[src/inc/dfo_pkg.sv]
`default_nettype none
package dfo_pkg;
  localparam logic [13:0] ALIGN_WORD  = 14'h3F0C;
  localparam logic [5:0]  ALIGN_LEN   = 6'h0E;
  localparam logic [5:0]  CRC_POLY    = 6'h03;
  localparam logic [5:0]  OH_FIRST    = 6'h01;
  localparam logic [5:0]  OH_LOSD     = 6'h0F;
  localparam logic [5:0]  OH_SEGA     = 6'h10;
  localparam logic [5:0]  OH_PWR      = 6'h17;
  localparam logic [5:0]  OH_SBID1    = 6'h18;
  localparam logic [5:0]  OH_SEGD     = 6'h21;
  localparam logic [5:0]  OH_SBID2    = 6'h24;
  localparam logic [5:0]  OH_LAST     = 6'h2E;
  localparam logic [5:0]  OH_TAIL     = 6'h2F;
  localparam logic [5:0]  OH_SYNC_END = 6'h30;
  localparam logic [5:0]  OH_STUF_END = 6'h32;
  localparam logic [3:0]  BLK_PER_GRP = 4'hC;
  localparam logic [19:0][5:0] EOC_POS = {
    6'h2E, 6'h2D, 6'h2C, 6'h2B, 6'h28, 6'h27, 6'h26, 6'h25, 6'h23, 6'h22,
    6'h1E, 6'h1D, 6'h1C, 6'h1B, 6'h1A, 6'h19, 6'h14, 6'h13, 6'h12, 6'h11};
  localparam logic [5:0][5:0] CRC_POS = {
    6'h2A, 6'h29, 6'h20, 6'h1F, 6'h16, 6'h15};
  localparam logic [5:0][5:0] GRP_END = {
    6'h2E, 6'h2E, 6'h24, 6'h1A, 6'h10, 6'h10};

  typedef logic [19:0] dfo_eoc_type;
  typedef logic [2:0]  dfo_aux_type;
  typedef logic [5:0]  dfo_bch_type;
  typedef logic [5:0]  dfo_crc_type;
  typedef logic [50:0] dfo_img_type;
  typedef enum logic [1:0] {TX_LOAD, TX_OH, TX_PL, TX_TAIL} dfo_tx_st_type;
  typedef enum logic [2:0] {RX_HUNT, RX_OH, RX_PL, RX_TAIL, RX_END} dfo_rx_st_type;

  function automatic logic [8:0] k_f(input dfo_aux_type aux, input dfo_bch_type bch);
    return 9'(aux) + {bch, 3'b000};
  endfunction : k_f

  function automatic logic grp_end_f(input logic [5:0] idx);
    logic hit;
    hit = 1'b0;
    for (int j = 0; j < 6; j++)
      hit = hit | (idx == GRP_END[j]);
    return hit;
  endfunction : grp_end_f

  // check input excludes word, check and stuff bits
  function automatic logic in_crc_f(input logic [5:0] idx, input logic tail, input logic sync);
    logic hit;
    hit = 1'b0;
    for (int j = 0; j < 6; j++)
      hit = hit | (idx == CRC_POS[j]);
    return tail ? sync : ((idx > ALIGN_LEN) && !hit);
  endfunction : in_crc_f
endpackage : dfo_pkg
`default_nettype wire

[src/inc/dfo_link_if.sv]
`timescale 1ns/100ps
`default_nettype none
interface dfo_link_if;
  logic line_bit;
  logic line_vld;
  modport tx (output line_bit, output line_vld);
  modport rx (input line_bit, input line_vld);
endinterface : dfo_link_if
`default_nettype wire

[src/rtl/dfo_deframer.sv]
`timescale 1ns/100ps
`default_nettype none
module dfo_deframer #(
  parameter int PCNT_W = 12
) (
  input  wire logic                 ref_clk_i,
  input  wire logic                 sys_rst_i,
  input  wire logic                 ce_i,
  input  wire dfo_pkg::dfo_aux_type aux_ch_i,
  input  wire dfo_pkg::dfo_bch_type b_ch_i,
  input  wire logic                 sync_mode_i,
  dfo_link_if.rx                    link,
  output logic                      locked_o,
  output logic                      crc_err_o,
  output logic                      frame_vld_o,
  output dfo_pkg::dfo_eoc_type      eoc_o,
  output logic                      far_losd_o,
  output logic                      far_sega_o,
  output logic                      far_segd_o,
  output logic                      far_pwr_o,
  output logic                      stuffed_o,
  output logic                      pl_data_o,
  output logic                      pl_vld_o
);
  import dfo_pkg::*;

  if (PCNT_W < 12)
    $error("PCNT_W too small for largest payload group");

  typedef struct packed {
    dfo_rx_st_type     st;
    logic [5:0]        idx;
    logic [PCNT_W-1:0] pcnt;
    logic [PCNT_W-1:0] blk;
    dfo_img_type       img;
    logic [13:0]       sh;
    logic              sync;
    logic              locked;
    logic              first;
    dfo_crc_type       calc_prev;
    logic              crc_err;
    logic              frame_vld;
    dfo_eoc_type       eoc;
    logic [3:0]        far;
    logic              stuffed;
    logic              pl_data;
    logic              pl_vld;
  } dfo_rxs_type;

  dfo_rxs_type s_r;
  dfo_rxs_type s_nxt;
  dfo_crc_type crc_val;
  dfo_crc_type rx_crc;
  logic        crc_en;
  logic        crc_clr;
  logic        b;
  logic        stuffed;

  // ----------------------------------------------------------------
  // Frame hunt and field extraction
  // ----------------------------------------------------------------
  always_comb
  begin
    s_nxt           = s_r;
    crc_en          = 1'b0;
    crc_clr         = 1'b0;
    b               = link.line_bit;
    stuffed         = s_r.img[OH_SBID1] & s_r.img[OH_SBID2] & ~s_r.sync;
    for (int j = 0; j < 6; j++)
      rx_crc[5-j] = s_r.img[CRC_POS[j]];
    if (ce_i)
    begin
      // Pulses clear only while enabled, so a freeze holds them
      s_nxt.pl_vld    = 1'b0;
      s_nxt.frame_vld = 1'b0;
      case (s_r.st)
        RX_HUNT:
          if (link.line_vld)
          begin
            s_nxt.sh = {s_r.sh[12:0], b};
            if ({s_r.sh[12:0], b} == ALIGN_WORD)
            begin
              s_nxt.st     = RX_OH;
              s_nxt.idx    = OH_LOSD;
              s_nxt.pcnt   = '0;
              s_nxt.locked = 1'b1;
              s_nxt.first  = 1'b1;
              s_nxt.sync   = sync_mode_i;
              s_nxt.blk    = PCNT_W'(k_f(aux_ch_i, b_ch_i)) * PCNT_W'(BLK_PER_GRP);
              crc_clr      = 1'b1;
            end
          end
        RX_OH:
          if (link.line_vld)
          begin
            s_nxt.img[s_r.idx] = b;
            crc_en = in_crc_f(s_r.idx, 1'b0, s_r.sync);
            if (s_r.idx <= ALIGN_LEN && b != ALIGN_WORD[4'(ALIGN_LEN - s_r.idx)])
            begin
              s_nxt.st     = RX_HUNT;
              s_nxt.locked = 1'b0;
              s_nxt.sh     = '0;
            end
            else if (grp_end_f(s_r.idx))
              s_nxt.st = RX_PL;
            else
              s_nxt.idx = s_r.idx + 6'h01;
          end
        RX_PL:
          if (link.line_vld)
          begin
            s_nxt.pl_data = b;
            s_nxt.pl_vld  = 1'b1;
            crc_en        = 1'b1;
            s_nxt.pcnt    = s_r.pcnt + 1'b1;
            if (s_r.pcnt == s_r.blk - 1'b1)
            begin
              s_nxt.pcnt = '0;
              s_nxt.idx  = s_r.idx + 6'h01;
              if (s_r.idx != OH_LAST)
                s_nxt.st = RX_OH;
              else if (s_r.sync || stuffed)
                s_nxt.st = RX_TAIL;
              else
                s_nxt.st = RX_END;
            end
          end
        RX_TAIL:
          if (link.line_vld)
          begin
            s_nxt.img[s_r.idx] = b;
            crc_en = in_crc_f(s_r.idx, 1'b1, s_r.sync);
            if (s_r.idx == (s_r.sync ? OH_SYNC_END : OH_STUF_END))
              s_nxt.st = RX_END;
            else
              s_nxt.idx = s_r.idx + 6'h01;
          end
        RX_END:
        begin
          // compare with previous frame, skip first
          s_nxt.crc_err   = ~s_r.first & (rx_crc != s_r.calc_prev);
          s_nxt.calc_prev = crc_val;
          s_nxt.first     = 1'b0;
          s_nxt.frame_vld = 1'b1;
          for (int j = 0; j < 20; j++)
            s_nxt.eoc[j] = s_r.img[EOC_POS[j]];
          s_nxt.far     = {s_r.img[OH_LOSD], s_r.img[OH_SEGA],
                           s_r.img[OH_SEGD], s_r.img[OH_PWR]};
          s_nxt.stuffed = stuffed;
          s_nxt.st      = RX_OH;
          s_nxt.idx     = OH_FIRST;
          s_nxt.sync    = sync_mode_i;
          s_nxt.blk     = PCNT_W'(k_f(aux_ch_i, b_ch_i)) * PCNT_W'(BLK_PER_GRP);
          crc_clr       = 1'b1;
        end
        default:
          s_nxt.st = RX_HUNT;
      endcase
    end
  end

  // ----------------------------------------------------------------
  // State register
  // ----------------------------------------------------------------
  always_ff @(posedge ref_clk_i or posedge sys_rst_i)
  begin
    if (sys_rst_i)
    begin
      s_r     <= '0;
      s_r.st  <= RX_HUNT;
      s_r.far <= 4'hF;
    end
    else
      s_r <= s_nxt;
  end

  // ----------------------------------------------------------------
  // Check engine and outputs
  // ----------------------------------------------------------------
  dfo_crc6 i_dfo_crc6 (
    .ref_clk_i (ref_clk_i),
    .sys_rst_i (sys_rst_i),
    .ce_i      (ce_i),
    .clr_i     (crc_clr),
    .en_i      (crc_en),
    .bit_i     (b),
    .crc_o     (crc_val)
  );

  assign locked_o    = s_r.locked;
  assign crc_err_o   = s_r.crc_err;
  assign frame_vld_o = s_r.frame_vld;
  assign eoc_o       = s_r.eoc;
  assign far_losd_o  = s_r.far[3];
  assign far_sega_o  = s_r.far[2];
  assign far_segd_o  = s_r.far[1];
  assign far_pwr_o   = s_r.far[0];
  assign stuffed_o   = s_r.stuffed;
  assign pl_data_o   = s_r.pl_data;
  assign pl_vld_o    = s_r.pl_vld;
endmodule : dfo_deframer
`default_nettype wire

[src/rtl/dfo_crc6.sv]
`timescale 1ns/100ps
`default_nettype none
module dfo_crc6 (
  input  wire logic            ref_clk_i,
  input  wire logic            sys_rst_i,
  input  wire logic            ce_i,
  input  wire logic            clr_i,
  input  wire logic            en_i,
  input  wire logic            bit_i,
  output var  dfo_pkg::dfo_crc_type crc_o
);
  import dfo_pkg::*;

  typedef struct packed {
    dfo_crc_type rem;
  } dfo_crc_st_type;

  dfo_crc_st_type s_r;
  dfo_crc_st_type s_nxt;
  logic           fb;

  always_comb
  begin
    s_nxt = s_r;
    fb    = bit_i ^ s_r.rem[5];
    if (ce_i)
    begin
      if (clr_i)
        s_nxt.rem = '0;
      // divide by X^6 + X + 1
      else if (en_i)
        s_nxt.rem = {s_r.rem[4:0], 1'b0} ^ ({6{fb}} & CRC_POLY);
    end
  end

  always_ff @(posedge ref_clk_i or posedge sys_rst_i)
  begin
    if (sys_rst_i)
      s_r <= '0;
    else
      s_r <= s_nxt;
  end

  assign crc_o = s_r.rem;
endmodule : dfo_crc6
`default_nettype wire

[src/flat_wrapper.sv]
// flat-port wrapper written by rule: the top's interface ports become plain ports
module dfo_deframer_flat import dfo_pkg::*;
#(
  parameter int PCNT_W = 12
)
  (ref_clk_i, sys_rst_i, ce_i, aux_ch_i, b_ch_i, sync_mode_i, locked_o, crc_err_o, frame_vld_o, eoc_o, far_losd_o, far_sega_o, far_segd_o, far_pwr_o, stuffed_o, pl_data_o, pl_vld_o, link_line_bit, link_line_vld);
  dfo_link_if link_i ();
  input  wire logic ref_clk_i;
  input  wire logic sys_rst_i;
  input  wire logic ce_i;
  input  wire dfo_pkg::dfo_aux_type aux_ch_i;
  input  wire dfo_pkg::dfo_bch_type b_ch_i;
  input  wire logic sync_mode_i;
  output logic locked_o;
  output logic crc_err_o;
  output logic frame_vld_o;
  output dfo_pkg::dfo_eoc_type eoc_o;
  output logic far_losd_o;
  output logic far_sega_o;
  output logic far_segd_o;
  output logic far_pwr_o;
  output logic stuffed_o;
  output logic pl_data_o;
  output logic pl_vld_o;
  input wire logic [$bits(link_i.line_bit)-1:0] link_line_bit;
  input wire logic [$bits(link_i.line_vld)-1:0] link_line_vld;
  assign link_i.line_bit = link_line_bit;
  assign link_i.line_vld = link_line_vld;
  dfo_deframer #(.PCNT_W(PCNT_W)) u_core (.ref_clk_i(ref_clk_i), .sys_rst_i(sys_rst_i), .ce_i(ce_i), .aux_ch_i(aux_ch_i), .b_ch_i(b_ch_i), .sync_mode_i(sync_mode_i), .link(link_i), .locked_o(locked_o), .crc_err_o(crc_err_o), .frame_vld_o(frame_vld_o), .eoc_o(eoc_o), .far_losd_o(far_losd_o), .far_sega_o(far_sega_o), .far_segd_o(far_segd_o), .far_pwr_o(far_pwr_o), .stuffed_o(stuffed_o), .pl_data_o(pl_data_o), .pl_vld_o(pl_vld_o));
endmodule
[config.mk]
export PLATFORM = sky130hd
export DESIGN_NAME = dfo_deframer_flat
export DESIGN_NICKNAME = d
export VERILOG_FILES = /design/src/inc/dfo_pkg.sv /design/src/inc/dfo_link_if.sv /design/src/rtl/dfo_deframer.sv /design/src/rtl/dfo_crc6.sv /design/src/flat_wrapper.sv
export SDC_FILE = /design/constraint.sdc
export NUM_CORES = 1
export LEC_CHECK = 0
export ABC_AREA = 1
export BUFFER_PORTS_ARGS = -buffer_cell sky130_fd_sc_hd__buf_4
export CAP_MARGIN = 40
export CORE_MARGIN = 2
export CORE_UTILIZATION = 51
export CTS_CLUSTER_DIAMETER = 100
export DETAILED_ROUTE_END_ITERATION = 10
export HOLD_SLACK_MARGIN = 0.15
export PLACE_DENSITY_LB_ADDON = 0.15
export REMOVE_ABC_BUFFERS = 1
export SETUP_SLACK_MARGIN = 0.05
export SLEW_MARGIN = 5
export SYNTH_ARGS = -nofsm -noshare
export SYNTH_HDL_FRONTEND = slang
export SYNTH_SLANG_ARGS = --single-unit
[constraint.sdc]
create_clock -name ref_clk_i -period 3.4 [get_ports ref_clk_i]
set_input_delay 0.51 -clock ref_clk_i [delete_from_list [all_inputs] [get_ports ref_clk_i]]
set_output_delay 0.51 -clock ref_clk_i [all_outputs]
set_load 0.01 [all_outputs]
---- Word level (Yosys, flattened, before mapping) ----
Memory sizes are Yosys's and may differ from the RTL's.
Index checks and enable logic that the tools add are counted.
Widths: inputs -> output; s select.
storage, ports and cells
  register bits after elaboration ......... 141
  memory bits (read-only) ................. 16
  input bits .............................. 15
  output and inout port bits .............. 30
  word-level logic and storage cells ...... 149
  memories kept ........................... 1
cells by class
  $add $sub $neg .......................... 5
  multiply operators ...................... 1
  $lt $le $gt $ge ......................... 5
  equal/unequal tests ..................... 32
  muxes and demuxes ....................... 49
  bitwise operators ....................... 16
  reduce and logical (&&, ||, !) cells .... 22
memory list
  memory            depth  width  rd ports  clocked after Yosys merged registers in  wr ports  RTL line            source
  (name not given)  16     1      1         0                                        0         dfo_deframer.sv:98  if (s_r.idx <= ALIGN_LEN && b != ALIGN_WORD[4'(ALIGN_LEN - s_r.idx)])
operators with widths
  operator               count
  $pmux 51 s2            1
  $mux 33                2
  $mux 65                1
  $bwmux 51              1
  $mux 51                1
  $pmux 12 s2            2
  $mux 21                2
  $eq 6x5->1 const B     5
  $eq 6x6->1 const B     5
  $mux 6                 5
  $pmux 6 s5             1
  $mux 26                1
  $pmux 13 s2            1
  $mux 3                 6
  $mux 9                 2
  $mux 16                1
  $pmux 3 s5             1
  $eq 14x14->1 const B   1
  $mux 14                1
  $ne 2x2->1 const B     7
  $mux 1                 13
  $add 12x1->12 const B  1
  $eq 12x12->1           1
  $sub 12x1->12 const B  1
  40 further kinds       67

---- Logic depth before layout (Yosys ltp) ----
  word-level depth ........................ 13
  mapped depth ............................ 16

---- Modules after synthesis ----
Synthesis repeated with hierarchy kept, for this count alone.
second synthesis, totals
  cell total of the unflattened synthesis .. 844
  area total of the unflattened synthesis .. 6648.9 um2
by module, submodules not included
  module        times used  cells an instance  area each (um2)
  dfo_deframer  1           810                6363.6
  dfo_crc6      1           34                 285.3

---- Worst setup path before layout ----
No wires, ideal clock.
  path type ............................... reg-to-reg
  start ................................... reg u_core.s_r[105] (netlist bit)
  end ..................................... reg u_core.s_r[128] (netlist bit)
  library setup time ...................... 0.116 ns
  data arrival time ....................... 1.766 ns
  data required time ...................... 3.284 ns
  slack ................................... 1.517 ns
  cell stages (with the launch flop) ...... 14
  path buffers ............................ 0
  period minus slack after synthesis ...... 1.883 ns
  path through ............................ dfrtp_1 > inv_2 > ha_1 > nand3_1 > nor2_1 > nand3_1 > nand2_1 > nand3_1 > nor2_2 > nand2_2 > nand2_2 > nand3b_4 > nand2_1 > nand2_1
on the way
  longest elaborated chain between the ends .. 4
RTL lines
  item                                RTL line             source
  start, declared                     dfo_deframer.sv:50   dfo_rxs_type s_r;
  start signal, assigned              dfo_deframer.sv:174  s_r <= s_nxt;
  $sub 12x1->12                       dfo_deframer.sv:116  if (s_r.pcnt == s_r.blk - 1'b1)
  $eq 12x12->1                        dfo_deframer.sv:116
  $ne 2x1->1 (no source line)         n/a
  $reduce_and 11->1 (no source line)  n/a
Every way passes these cells.
A chain may end at the register's enable or synchronous reset.

---- Worst setup path after layout ----
  start ................................... reg u_core.s_r[127] (netlist bit)
  end ..................................... reg u_core.s_r[47] (netlist bit)
on the way
  longest elaborated chain between the ends .. 7
RTL lines
  item                                   RTL line
  $sub 4x4->4                            dfo_deframer.sv:98
  $mem_v2 16x1                           n/a
  $mux 1 (implied by the code)           dfo_deframer.sv:98
  $ne 1x1->1                             dfo_deframer.sv:98
  $logic_and 1x1->1 (*)                  dfo_deframer.sv:98
  $ne 2x1->1 (no source line) (*)        n/a
  $reduce_and 5->1 (no source line) (*)  n/a
Mark *: on every way between the ends. The rest lies on a longest branch, timed or not. The select of a mux whose other input is x is not followed.

==> results.md <==
- Run status: complete, no violations
- Avg Inst Size Synth: between 7 and 8 um^2
- Latest clock arrival within the worst-skew pair: 0.42 ns
- Number of buffers added by the clock tree synthesis step: 17
- Core region area: ~13000 um^2
- Number of remaining DRC errors: 0
- Kind of start point of the critical path: flop
- First-pass detailed-route iteration total: 8
- Flop and latch count out of synthesis: 120
- Sequential power share: approximately 36%
- DP HPWL: 11000 um
- Area of the die: approximately 14000 um^2
- Synthesized instance count: around 850
- Post-synthesis mux area share: just over 1%
- P per Cell Area: 816 nW/um^2
- YS warnings: 0
- Global-route usage over all layers: a little under a quarter
- Overall power after layout: 6.28 mW
- Gp weighted congestion: about 0.88
- WL/cell: around 14 um
- Overflow left after global routing: 0
- Launching point of the worst reg2reg path: u_core.s_r[127]
- Worst EP required: roughly 3.7 ns
- Clock network fraction of total power: roughly 28%
- Share of the clock period used by the worst path after layout: between 70% and 80%
- Worst hold slack: about 0.14 ns
- Number of inserted filler cells in the final layout: 1212
- Total negative slack for setup checks: 0 ns
- Post-synth top area cell: sky130_fd_sc_hd__dfrtp_1
- Vias/cell: approximately 5.2
- Clock transition at the register clock pins on the worst setup and hold paths after CTS: around 0.060 ns
- Top cells by count, synth: 230 x sky130_fd_sc_hd__nand2_1, 116 x sky130_fd_sc_hd__dfrtp_1, 86 x sky130_fd_sc_hd__inv_1
- Share of post-route cells with drive strength above 1: between 15 and 20%
- Worst hold path class: in2async
- Combinational group share of total power: a little over a third
- Vertical die dimension: ~120 um
- Count of final hold-check violations: 0
- Resize count post-CTS: 0
- Internal power component: roughly 3.8 mW
- Remaining max-slew budget at the tightest pin: between 50% and 60%
- Combinational family with the most area after synthesis: simple AND/OR/NAND/NOR gates
- Synthesized-area fraction occupied by ao, oa, aoi and oai cells: around a tenth
- Sequential cell area: 3010 um^2
- Number of buffers on the longest clock path: 2
- Global-route wire length before repair: about 26000 um
- Main area contributors after synthesis: sky130_fd_sc_hd__dfrtp_1 43%, sky130_fd_sc_hd__nand2_1 13%, sky130_fd_sc_hd__inv_1 4.7%, sky130_fd_sc_hd__nand3_1 4.0%, sky130_fd_sc_hd__nor2_1 3.7%
- Via count: roughly 5600
- # diodes: 0
- Setup-failing EPs final: 0
- Via count of the first global-routing pass: approximately 5700
- Worst vdd rail ir drop: approximately 400 uV
- Share of the yosys chip area belonging to registers: around 44%
- Capture point of the worst reg-to-reg path: u_core.s_r[47]
- Share of the synthesized area in the top cell type: between 40% and 50%
- Number of unique standard cell types used by synthesis: 47
- Final Non-Filler Cells: ~1100
- Number of buffers inserted by port buffering: 44
- Setup Fix Bufs, Post-CTS: 0
- Final max-slew violation count: 0
- Number of enable flip-flop cells after synthesis: 0
- Number of hold buffers added after cts: 0
- Net switching power of the design: around 2.5 mW
- Initial DRC Count: 358
- Most frequent cell after synthesis: sky130_fd_sc_hd__nand2_1
- Synth Area in Adders: under 10%
- Wirelength, routed: roughly 15000 um
- Placement-stage worst setup slack: around 0.91 ns
- Crit path arrival time: ~2.8 ns
- Post-synthesis simple-gate area fraction: between 20% and 30%
- Setup repair after global routing missed its margin: no
- Count of placed standard cells including taps: 1036
- Number of primary I/O pins: between 40 and 50
- Switching power share of the total: between 30 and 40%
- Root Buffer: sky130_fd_sc_hd__clkbuf_16
- DIE WIDTH: 119 um
- Site row count: 42
- Crit path kind: reg2reg
- Synth Flop Type: sky130_fd_sc_hd__dfrtp_1
- Starting density of the core: between 50% and 60%
- Xor and xnor fraction of the mapped netlist area: 2.70%
- Synthesized area: 6800 um^2
- Count of nets after finishing: 909
- Antenna violations before repair: 0
- Fraction of synthesis flops using an asynchronous set or reset pin: between 90% and 100%
- Worst clock skew: ~0.0074 ns
- Clk sink count: 120
- Remaining antenna violation count: 0
- Reg2reg path depth: 11
- Slack of the worst reg-to-reg path: ~0.9 ns
- CP Capture Type: flop
- Top achievable clock speed: 397 MHz
- Area added between synthesis and finish: 13.1%
- Setup WS post-layout: roughly 0.9 ns
- Maximum fanout count along the critical path: 20
- Footprint of the multi-input gates: ~3100 um^2
- TritonCTS clock tree: built
- Count of maximum capacitance violations: 0
- Clock period minus final worst setup slack: around 2.5 ns
- Leakage power: between 3 and 4 nW
- Number of levels in the clock H-tree: 4
- Pin count of the biggest net entering global routing: 66
- Pin slew with the least headroom to its limit: 0.746 ns
power by group through the flow:
stage	registers [mW]	clock network (mW)	logic, mW
after floorplan	2.23	0	1.61
after CTS	2.25	1.80	2.27
after detailed placement	2.27	0	2.26
final	2.25	1.76	2.26
after global placement	2.25	0	2.20
after global routing	2.32	1.86	2.59
stage by stage:
step                cell area (um^2)  utilization [%]
global placement                7110             54.1
CTS                             7690             58.5
detailed placement              7110             54.1
global route                    7690             58.5
floorplan                       6510                -
finish                          7690             58.5
kinds of logic (layout without fill, tap and decap cells):
group                    Yosys count  after routing
AND/OR/NAND/NOR                  430            430
buffers and inverters            142            180
flip-flops                       120            120
AO/OA/AOI/OAI                    119            119
XOR/XNOR                          21             21
adder cells (fa/ha/maj)           15             15
multiplexers                       7              7
how the worst max path moves through the flow:
| stage | from | slack (ns) | to | cells after the start |
|---|---|---|---|---|
| 3_5_place_dp | u_core.s_r[127] | 0.91 | u_core.s_r[50] | 11 |
| 2_1_floorplan | sys_rst_i | -0.29 | u_core.crc_err_o | 1 |
| 4_1_cts | u_core.s_r[127] | 0.88 | u_core.s_r[47] | 11 |
| 3_3_place_gp | u_core.s_r[127] | 1.00 | u_core.s_r[49] | 11 |
| 5_1_grt | u_core.s_r[127] | 0.66 | u_core.s_r[47] | 11 |
| 6_report | u_core.s_r[127] | 0.88 | u_core.s_r[47] | 11 |
sequential cells by signal (all words and copies together), names as in the netlist:
signal and count:
u_core.s_r 78, u_core.far_sega_o 1, u_core.far_losd_o 1, u_core.far_segd_o 1, u_core.frame_vld_o 1, u_core.stuffed_o 1
u_core.far_pwr_o 1, u_core.crc_err_o 1, u_core.eoc_o 20, u_core.pl_vld_o 1, u_core.rx_crc 6, u_core.locked_o 1
u_core.pl_data_o 1, u_core.i_dfo_crc6.crc_o 6
critical path, stage by stage, from the launching register on:
cell and delay (ns):
sky130_fd_sc_hd__dfrtp_1 0.62, sky130_fd_sc_hd__ha_1 0.28, sky130_fd_sc_hd__xor2_1 0.25, sky130_fd_sc_hd__nand2_1 0.12
sky130_fd_sc_hd__nand3_2 0.10, sky130_fd_sc_hd__nand3_2 0.11, sky130_fd_sc_hd__nand2_2 0.08, sky130_fd_sc_hd__o21ai_2 0.08
sky130_fd_sc_hd__nor2_4 0.51, sky130_fd_sc_hd__inv_8 0.09, sky130_fd_sc_hd__nand2_2 0.08, sky130_fd_sc_hd__nand2_1 0.06
layer usage:
layer	global-route usage, %	up-vias	wire, um
li1	-	2789	-
met3	4.79	25	588
met5	0	-	0
met1	29.7	2658	6830
met2	37.8	112	7360
met4	9.63	0	281
final cells by class:
type	count	area share [%]
Clock inverter	12	1.64
Inverter	100	5.04
Multi-Input combinational cell	592	40.6
Clock buffer	20	5.94
Sequential cell	120	39.1
Tap cell	176	2.86
Timing Repair Buffer	48	4.85
cells in the final DEF (no fill, tap or decap), types with 7 or more instances in the layout:
master                      count
sky130_fd_sc_hd__dfrtp_1      116
sky130_fd_sc_hd__nand2_1      230
sky130_fd_sc_hd__mux2i_1        7
sky130_fd_sc_hd__xor2_1        12
sky130_fd_sc_hd__nand4_1       20
sky130_fd_sc_hd__ha_1          14
sky130_fd_sc_hd__nor2_1        67
sky130_fd_sc_hd__nand3_1       55
sky130_fd_sc_hd__inv_1         85
sky130_fd_sc_hd__a31oi_1        8
sky130_fd_sc_hd__o21ai_0       50
sky130_fd_sc_hd__nor2_2         8
sky130_fd_sc_hd__nand2_2       15
sky130_fd_sc_hd__xnor2_1        9
sky130_fd_sc_hd__buf_4         47
sky130_fd_sc_hd__o21ai_2       14
sky130_fd_sc_hd__clkbuf_16     17
sky130_fd_sc_hd__nand3_2        9
sky130_fd_sc_hd__inv_2         10
sky130_fd_sc_hd__a21oi_1       33
Note: power is estimated with default switching activity, not from simulation.
